[src/hdl/dslc_pkg.sv]
// constants and types shared by the security lock controller and its helper
// assumes the command bus and password comparisons come from same-clock logic
// ----------------------------------------------------------------------------
// Contract
// - opcodes F1h..F6h form the security command group
// - security commands run only while trusted feature is manufactured-inactive
// - locked mode refuses media access until unlock or erase unit succeeds
// - no user password at power-on gives unlocked mode, all commands allowed
// - freeze lock enters frozen mode, left only by power removal; code also leaves it on hard reset (sys_rst_in)
// - frozen mode rejects lock-altering and password-setting commands
// - high level: correct master password on unlock unlocks without erase
// - maximum level: only erase unit with master password unlocks
// - master password alone never enables locking but may unlock
// - identify word 92 reports master revision code, valid 0001h..FFFEh
// - master revision code defaults to FFFEh as shipped
// - setting user password enables lock; locked at next reset
// - every unlock mismatch, master or user, bumps one shared counter
// - count 5 sets exhausted flag word 128 bit 4; aborts unlock, erase
// - counter and exhausted flag cleared by power-on or hard reset
// ----------------------------------------------------------------------------
package dslc_pkg;
   localparam logic [7:0] OP_SET_PW = 8'hF1;
   localparam logic [7:0] OP_UNLOCK = 8'hF2;
   localparam logic [7:0] OP_ERASE_PREP = 8'hF3;
   localparam logic [7:0] OP_ERASE_UNIT = 8'hF4;
   localparam logic [7:0] OP_FREEZE = 8'hF5;
   localparam logic [7:0] OP_DISABLE_PW = 8'hF6;
   localparam logic [15:0] REV_DEFAULT = 16'hFFFE;
   localparam logic [15:0] REV_MIN = 16'h0001;
   localparam logic [15:0] REV_MAX = 16'hFFFE;
   localparam int ATTEMPT_LIMIT = 5;
   localparam int CNT_W = 3;
   localparam int WORD_REV = 92;
   localparam int WORD_SEC = 128;
   localparam int SEC_SUPPORTED_BIT = 0;
   localparam int SEC_EXHAUSTED_BIT = 4;
   localparam int SEC_FROZEN_BIT = 3;
   localparam int SEC_LOCKED_BIT = 2;
   localparam int SEC_ENABLED_BIT = 1;
   localparam int SEC_LEVEL_BIT = 8;
   typedef enum logic [1:0] {
      DSLC_LOCKED,
      DSLC_UNLOCKED,
      DSLC_FROZEN
   } dslc_mode_e;
endpackage

[src/hdl/dslc_cmd_if.sv]
// decoded command class passed from the decoder to the lock controller
// assumes both ends share core_clk_in
interface dslc_cmd_if;
   logic is_security;
   logic is_set_pw;
   logic is_unlock;
   logic is_erase_prep;
   logic is_erase_unit;
   logic is_freeze;
   logic is_disable_pw;
   modport dec (output is_security, is_set_pw, is_unlock, is_erase_prep,
      is_erase_unit, is_freeze, is_disable_pw);
   modport ctl (input is_security, is_set_pw, is_unlock, is_erase_prep,
      is_erase_unit, is_freeze, is_disable_pw);
endinterface

[src/hdl/dslc_decoder.sv]
// opcode decoder for the security command group
// assumes opcode is stable whenever the controller samples it
module dslc_decoder (
   input wire logic [7:0] opcode_in, // ata command opcode
   dslc_cmd_if.dec cmd // decoded command class
);
   function automatic logic op_is(input logic [7:0] op, input logic [7:0] ref_op);
      op_is = (op == ref_op);
   endfunction

   assign cmd.is_set_pw = op_is(opcode_in, dslc_pkg::OP_SET_PW);
   assign cmd.is_unlock = op_is(opcode_in, dslc_pkg::OP_UNLOCK);
   assign cmd.is_erase_prep = op_is(opcode_in, dslc_pkg::OP_ERASE_PREP);
   assign cmd.is_erase_unit = op_is(opcode_in, dslc_pkg::OP_ERASE_UNIT);
   assign cmd.is_freeze = op_is(opcode_in, dslc_pkg::OP_FREEZE);
   assign cmd.is_disable_pw = op_is(opcode_in, dslc_pkg::OP_DISABLE_PW);
   assign cmd.is_security = cmd.is_set_pw | cmd.is_unlock | cmd.is_erase_prep |
      cmd.is_erase_unit | cmd.is_freeze | cmd.is_disable_pw;
endmodule

[src/hdl/dslc_top.sv]
// security lock mode controller for a serial ata drive
// assumes command, passwords and compare results come from same-clock logic;
// sys_rst_in stands for power-on or hard reset; the password store is outside
module dslc_top (
   input wire logic core_clk_in, // system clock, 50 mhz
   input wire logic sys_rst_in, // power-on or hard reset, sync, high
   input wire logic cmd_valid_in, // one-cycle command strobe
   input wire logic [7:0] cmd_opcode_in, // command opcode
   input wire logic cmd_media_in, // command accesses media
   input wire logic cmd_master_in, // password field selects master
   input wire logic cmd_max_level_in, // set password: maximum level requested
   input wire logic [15:0] cmd_rev_in, // set master: new revision code
   input wire logic pw_match_in, // supplied password matches selected one
   input wire logic tcg_inactive_in, // trusted feature manufactured-inactive
   input wire logic user_pw_stored_in, // nonvolatile: user password present
   input wire logic max_level_stored_in, // nonvolatile: maximum level set
   input wire logic [15:0] rev_stored_in, // nonvolatile: master revision code
   output logic done_out, // one-cycle completion pulse
   output logic abort_out, // with done: aborted-command error
   output logic media_ok_out, // media access permitted
   output logic erase_out, // pulse: erase all user data
   output logic store_user_out, // pulse: store or clear user password
   output logic user_set_out, // value to store for user password presence
   output logic store_master_out, // pulse: store master password and code
   output logic max_level_out, // current security level is maximum
   output logic [1:0] mode_out, // current mode, see enum
   output logic [15:0] id_word_rev_out, // identify word 92
   output logic [15:0] id_word_sec_out // identify word 128
);
   dslc_cmd_if cmd ();

   dslc_decoder u_dec (
      .opcode_in(cmd_opcode_in),
      .cmd(cmd)
   );

   // ----------------------------------------------------------------------
   // state
   // ----------------------------------------------------------------------
   dslc_pkg::dslc_mode_e mode_q, mode_d;
   logic [dslc_pkg::CNT_W-1:0] fail_cnt_q, fail_cnt_d;
   logic user_set_q, user_set_d;
   logic max_level_q, max_level_d;
   logic [15:0] rev_q, rev_d;
   logic boot_q;
   logic prepared_q, prepared_d;
   logic done_q, abort_q, erase_q, store_user_q, store_master_q, user_val_q;

   localparam logic [dslc_pkg::CNT_W-1:0] LIMIT =
      dslc_pkg::CNT_W'(dslc_pkg::ATTEMPT_LIMIT);
   localparam logic [dslc_pkg::CNT_W-1:0] ONE = dslc_pkg::CNT_W'(1);

   // ----------------------------------------------------------------------
   // command decision
   // ----------------------------------------------------------------------
   wire exhausted = (fail_cnt_q >= LIMIT);
   wire locked = (mode_q == dslc_pkg::DSLC_LOCKED);
   wire frozen = (mode_q == dslc_pkg::DSLC_FROZEN);
   wire take = cmd_valid_in & ~boot_q;
   wire sec_cmd = take & cmd.is_security;
   // trusted feature activated blocks the whole group
   wire tcg_block = sec_cmd & ~tcg_inactive_in;
   // frozen rejects password and lock changes
   wire frz_block = frozen & (cmd.is_set_pw | cmd.is_unlock | cmd.is_erase_prep |
      cmd.is_erase_unit | cmd.is_disable_pw);
   // locked rejects all but unlock, erase prepare and erase unit
   wire lck_block = locked & (cmd.is_set_pw | cmd.is_freeze | cmd.is_disable_pw);
   wire exp_block = exhausted & (cmd.is_unlock | cmd.is_erase_unit);
   // erase unit must follow an erase prepare
   wire prep_block = cmd.is_erase_unit & ~prepared_q;
   // media access refused while locked
   wire media_block = take & ~cmd.is_security & cmd_media_in & locked;
   wire gate_block = sec_cmd & (tcg_block | frz_block | lck_block | exp_block |
      prep_block);
   wire ok = sec_cmd & ~gate_block;
   // maximum level: master unlock not allowed, only erase unit
   wire lvl_block = cmd.is_unlock & cmd_master_in & max_level_q & user_set_q;
   wire pw_good = pw_match_in & ~lvl_block;
   wire needs_pw = cmd.is_unlock | cmd.is_erase_unit | cmd.is_disable_pw;
   wire pw_fail = ok & needs_pw & ~pw_good;
   wire unlock_fail = ok & cmd.is_unlock & ~pw_good;
   wire unlock_ok = ok & cmd.is_unlock & pw_good;
   wire erase_ok = ok & cmd.is_erase_unit & pw_good;
   wire set_user = ok & cmd.is_set_pw & ~cmd_master_in;
   wire set_master = ok & cmd.is_set_pw & cmd_master_in;
   wire dis_ok = ok & cmd.is_disable_pw & pw_good;
   wire rev_valid = (cmd_rev_in >= dslc_pkg::REV_MIN) &
      (cmd_rev_in <= dslc_pkg::REV_MAX);
   wire refused = media_block | gate_block | pw_fail;

   // ----------------------------------------------------------------------
   // next state
   // ----------------------------------------------------------------------
   always_comb begin
      mode_d = mode_q;
      fail_cnt_d = fail_cnt_q;
      user_set_d = user_set_q;
      max_level_d = max_level_q;
      rev_d = rev_q;
      prepared_d = prepared_q;
      if (boot_q) begin
         // latch stored state after reset release
         user_set_d = user_pw_stored_in;
         max_level_d = max_level_stored_in;
         rev_d = rev_stored_in;
         mode_d = user_pw_stored_in ? dslc_pkg::DSLC_LOCKED : dslc_pkg::DSLC_UNLOCKED;
      end else begin
         if (take) begin
            prepared_d = ok & cmd.is_erase_prep;
         end
         case (mode_q)
            dslc_pkg::DSLC_LOCKED: begin
               if (unlock_ok | erase_ok) begin
                  mode_d = dslc_pkg::DSLC_UNLOCKED;
               end
            end
            dslc_pkg::DSLC_UNLOCKED: begin
               if (ok & cmd.is_freeze) begin
                  mode_d = dslc_pkg::DSLC_FROZEN;
               end
            end
            dslc_pkg::DSLC_FROZEN: begin
               mode_d = dslc_pkg::DSLC_FROZEN;
            end
            default: begin
               mode_d = dslc_pkg::DSLC_LOCKED;
            end
         endcase
         // saturating shared counter
         if (unlock_fail && fail_cnt_q < LIMIT) begin
            fail_cnt_d = fail_cnt_q + ONE;
         end
         if (set_user) begin
            user_set_d = 1'b1;
            max_level_d = cmd_max_level_in;
         end
         if (erase_ok | dis_ok) begin
            user_set_d = 1'b0;
            max_level_d = 1'b0;
         end
         if (set_master && rev_valid) begin
            rev_d = cmd_rev_in;
         end
      end
   end

   // ----------------------------------------------------------------------
   // registers
   // ----------------------------------------------------------------------
   always_ff @(posedge core_clk_in) begin
      if (sys_rst_in) begin
         mode_q <= dslc_pkg::DSLC_LOCKED;
         fail_cnt_q <= '0;
         user_set_q <= 1'b0;
         max_level_q <= 1'b0;
         rev_q <= dslc_pkg::REV_DEFAULT;
         boot_q <= 1'b1;
         prepared_q <= 1'b0;
      end else begin
         mode_q <= mode_d;
         fail_cnt_q <= fail_cnt_d;
         user_set_q <= user_set_d;
         max_level_q <= max_level_d;
         rev_q <= rev_d;
         boot_q <= 1'b0;
         prepared_q <= prepared_d;
      end
   end

   always_ff @(posedge core_clk_in) begin
      if (sys_rst_in) begin
         done_q <= 1'b0;
         abort_q <= 1'b0;
         erase_q <= 1'b0;
         store_user_q <= 1'b0;
         store_master_q <= 1'b0;
         user_val_q <= 1'b0;
      end else begin
         done_q <= take;
         abort_q <= take & refused;
         erase_q <= erase_ok;
         store_user_q <= set_user | erase_ok | dis_ok;
         store_master_q <= set_master;
         user_val_q <= set_user;
      end
   end

   // ----------------------------------------------------------------------
   // outputs
   // ----------------------------------------------------------------------
   // identify word 128 bit fields
   logic [15:0] sec_word;
   always_comb begin
      sec_word = 16'h0000;
      sec_word[dslc_pkg::SEC_SUPPORTED_BIT] = 1'b1;
      sec_word[dslc_pkg::SEC_ENABLED_BIT] = user_set_q;
      sec_word[dslc_pkg::SEC_LOCKED_BIT] = locked;
      sec_word[dslc_pkg::SEC_FROZEN_BIT] = frozen;
      sec_word[dslc_pkg::SEC_EXHAUSTED_BIT] = exhausted;
      sec_word[dslc_pkg::SEC_LEVEL_BIT] = max_level_q;
   end

   assign done_out = done_q;
   assign abort_out = abort_q;
   assign erase_out = erase_q;
   assign store_user_out = store_user_q;
   assign user_set_out = user_val_q;
   assign store_master_out = store_master_q;
   assign max_level_out = max_level_q;
   assign mode_out = mode_q;
   assign media_ok_out = ~locked & ~boot_q;
   assign id_word_rev_out = rev_q;
   assign id_word_sec_out = sec_word;
endmodule

[config.mk]
export PLATFORM = sky130hd
export DESIGN_NAME = dslc_top
export DESIGN_NICKNAME = d
export VERILOG_FILES = /design/src/hdl/dslc_pkg.sv /design/src/hdl/dslc_cmd_if.sv /design/src/hdl/dslc_decoder.sv /design/src/hdl/dslc_top.sv
export SDC_FILE = /design/constraint.sdc
export NUM_CORES = 1
export LEC_CHECK = 0
export BUFFER_PORTS_ARGS = -buffer_cell sky130_fd_sc_hd__buf_2
export CORE_MARGIN = 1
export CORE_UTILIZATION = 43
export CTS_CLUSTER_DIAMETER = 30
export CTS_CLUSTER_SIZE = 25
export DETAILED_ROUTE_END_ITERATION = 16
export PLACE_DENSITY = 0.76
export SETUP_SLACK_MARGIN = 0.1
export SYNTH_ARGS = -nofsm -noshare
export SYNTH_HDL_FRONTEND = slang
export SYNTH_HIERARCHICAL = 1
export SYNTH_SLANG_ARGS = --single-unit
export TNS_END_PERCENT = 100
[constraint.sdc]
create_clock -name core_clk_in -period 2.5 [get_ports core_clk_in]
set_input_delay 0.5 -clock core_clk_in [delete_from_list [all_inputs] [get_ports core_clk_in]]
set_output_delay 0.5 -clock core_clk_in [all_outputs]
set_load 0.005 [all_outputs]
==> flow_results.org <==
** Die
- The die is 72.3 um wide.
- The floorplan step defined a core boundary enclosing 0.00475 sq mm.
- In this run the count of I/O pins placed on the die edge is 92.
- Number of core rows :: 25
- In this run the vertical extent of the chip is 72.3 um.
- The floorplan step defined a die boundary enclosing 0.00523 sq mm.
- Once the floorplan was initialized, standard cells occupied 44.7% of the core.

** Clock tree
- Buffers added to address setup during post-CTS repair amount to 0.
- The H-tree was split into 2 levels.
- Count of hold-fix buffers inserted at cts :: 0
- Post-cts repair resize count :: 0
- Clk sink count :: 31
- Number of buffers created by CTS :: 5
- At the later pin of the worst-skew pair, clock insertion delay measures just under 0.3 ns.
- TritonCTS built the clock tree.
- Maximum clock path buffer count :: 2
- The cell sitting at the root of the clock tree is a sky130_fd_sc_hd__clkbuf_8.
- Clock Pin Slew Worst Setup and Hold Paths :: 0.07 ns

** Critical path
- Register-to-register path setup slack :: 0.24 ns
- Critical path required time :: about 2.7 ns
- At the worst endpoint, the arrival time is 2.49 ns.
- Worst R2R Path Depth :: 7
- Critical path launch point type :: input port
- Peak fanout along the critical path :: 6
- STA classifies the critical path endpoint as a register.
- Reg-to-Reg Start :: mode_out[1]$_SDFFE_PP0P_
- Kind of critical path :: in -> reg
- The worst register-to-register path ends at fail_cnt_q[0]$_SDFFE_PP0P_.

** Routing
- In this run the remaining antenna-violating nets after routing total 0.
- Mean routed wirelength per cell :: 12.8 um
- In the routed design, unresolved DRC markers number 0.
- Drt via density :: 5.35
- The routed design has 5.42 mm of wire.
- For this run, the detailed router's first-pass iteration total came to 4.
- Total via count in the routed design :: 2,264
- The detailed router finished its first iteration with 80 violations.

** Outcome
- The flow ran to the end, and the final reports show no timing, DRC or antenna violations.

** Power
- Power density over cell area :: ~410 mW/mm^2
- Leakage power :: 0.00115 uW
- VDD IR max :: 223 uV
- Overall power consumption after layout is estimated at 1150 uW.

** Synth
- Number of enable flip-flop cells after synthesis :: 0
- Post-synth design cell area :: 0.00213 sq mm
- Counting flops with an async set or reset pin after synthesis yields a share of 0%.
- The cell count after synthesis came out at 262.
- Sequential fraction of the synthesis area :: 29.2%
- Number of synthesized register bits :: 31
- The number of different library cells used by synthesis comes to 45.
- Mean area per synthesized cell :: approximately 8.1 sq um
- For this run, the leading register cell type out of synthesis is sky130_fd_sc_hd__dfxtp_1.
- Yosys synthesis warning count :: 6

** Placed design
- Weighted congestion reported at the end of routability-driven placement :: 0.920
- Dpl cells :: 415
- Detailed placement ended at an HPWL of between 3 and 4 mm.
- Post-Place Setup Slack :: -0.205 ns
- Port bufs :: 80

** Cells and area
- Sequential cell area :: slightly above 600 sq um
- The post-route netlist has 40.7% of its cells at a drive strength greater than 1.
- Final #Nets :: 410
- Filler Cells Inserted :: between 400 and 500
- In the final layout, the multi-input gates occupy 0.00135 sq mm.
- Commonest cells after routing, fill and taps aside :: sky130_fd_sc_hd__buf_2, sky130_fd_sc_hd__dfxtp_1, sky130_fd_sc_hd__buf_4
- Excluding fillers, the count of instances in the completed layout stands at 423.
- Leaving out fill and tap cells, the most frequent cell in the layout is sky130_fd_sc_hd__buf_2.
- Final antenna diode count :: 0
- Core utilization of the finished layout :: 59.2%
- Area growth from synthesis to layout :: 32.3%

** Timing
- Headroom to the max-slew limit came out at 35.4%.
- Shortest clock period the worst path allows after layout :: 2.31 ns
- Setup slack on the critical path of the routed design comes to 0.186 ns.
- Final Max Slew Viols :: 0
- Post-route fraction of the period consumed by the critical path :: 92.6%
- The number of endpoints with negative hold slack in the final report was 0.
- Setup repair after global routing left no endpoint under its margin.
- WHS :: 0.454 ns
- Highest attainable clock frequency :: 432 MHz
- Actual transition at the worst max-transition pin :: 0.969 ns
- Setup Viol. Count Final :: 0
- Post-route clock skew :: 0.00683 ns

** Flow run
- Max-cap violations in this run came to 0.

** GRT
- Summed over all layers, the global routing overflow is 0.
- Vias in the first global route :: 2,084
- Aggregate global-route resource usage :: 21.6%
- Entering global routing, the biggest net connects 64 pins.
- The initial antenna violation count was 0.
- Wire length of the first global-routing pass :: 8.92 mm

** Min path
- The worst hold path terminates at max_level_out$_SDFFE_PP0P_.
- Worst min-delay path category :: in -> reg
- In this run the most critical hold path is launched from max_level_stored_in.
- The worst hold path was traced through 3 stages.
-- cell type report --
cell class	count	area share, %
flip-flops and latches	31	22.1
clock buffers	8	3.56
multi-input cells	199	48.1
repair buffers	110	22.2
inverters	8	1.07
well taps	67	2.98
-- worst max path at each step --
stage | cells past startpoint | end | start | slack (ns)
after floorplan | 8 | fail_cnt_q[0]$_SDFFE_PP0P_ | cmd_opcode_in[7] | 0.04
after global placement | 10 | id_word_rev_out[0]$_SDFFE_PP0P_ | cmd_opcode_in[6] | -0.18
after detailed placement | 8 | fail_cnt_q[0]$_SDFFE_PP0P_ | cmd_opcode_in[7] | -0.21
after CTS | 8 | fail_cnt_q[0]$_SDFFE_PP0P_ | cmd_opcode_in[7] | 0.10
after global routing | 9 | mode_out[0]$_SDFFE_PP0P_ | cmd_opcode_in[6] | 0.12
final | 8 | fail_cnt_q[0]$_SDFFE_PP0P_ | cmd_opcode_in[3] | 0.19
-- cell families after synthesis --
group | count (synthesis) | synth area share [%]
simple gates | 134 | 36.7
compound gates | 46 | 18.5
buf+inv | 41 | 10.8
flops | 31 | 29.2
fa+ha+maj | 5 | 2.94
mux | 3 | 1.53
other cells | 2 | 0.353
-- worst max-delay path, cell delays in order --
cell	delay, ns
sky130_fd_sc_hd__buf_2	0.11
sky130_fd_sc_hd__nand2b_1	0.15
sky130_fd_sc_hd__nor4_1	0.09
sky130_fd_sc_hd__o31a_1	0.29
sky130_fd_sc_hd__or3_1	0.39
sky130_fd_sc_hd__or3_4	0.41
sky130_fd_sc_hd__nor3_4	0.21
sky130_fd_sc_hd__mux2_2	0.34
-- sequential cells by signal, summed over array words and instances (netlist names) --
name,count
id_word_rev_out,16
fail_cnt_q,3
mode_out,2
abort_out,1
boot_q,1
done_out,1
erase_out,1
max_level_out,1
prepared_q,1
store_master_out,1
store_user_out,1
user_set_out,1
user_set_q,1
-- report_power, final --
part           leakage (uW)  switching [uW]  total (uW)  internal (uW)
registers          0.000255            10.1         525            514
clock network     0.0000515             187         438            251
logic              0.000846            99.5         191           91.4
-- cell usage after synthesis, drive strengths merged (5+ instances only) --
cell type   n  area share, %
or3        17            5.0
clkbuf     13            2.3
nor2       12            2.1
nor3       25            6.4
inv         8            1.4
nor2b       5            1.5
nand2b     22            6.5
ha          5            2.9
dfxtp      31             29
buf        20            7.1
o21ai       7            1.6
nor4       10            3.2
o221a      15            7.9
nand2       6            1.1
nand3      19            4.5
nand4       8            3.1
-- metrics by stage --
step / instance area, sq um / setup TNS [ns]
after floorplan: 2190 / 0
after global placement: 2700 / -2.57
after CTS: 2800 / 0
after detailed placement: 2700 / -2.72
after global routing: 2810 / 0
final: 2810 / 0
-- layer usage --
metal  vias up  part of all wire, %  global-route usage, %
li1       1144                    -                      -
met1      1038                   48                   27.0
met2        73                   46                   36.4
met3         9                  5.1                   5.83
met4         0                 0.90                   6.32
met5         -                    0                      0
Power figures use the tool's default switching activity.
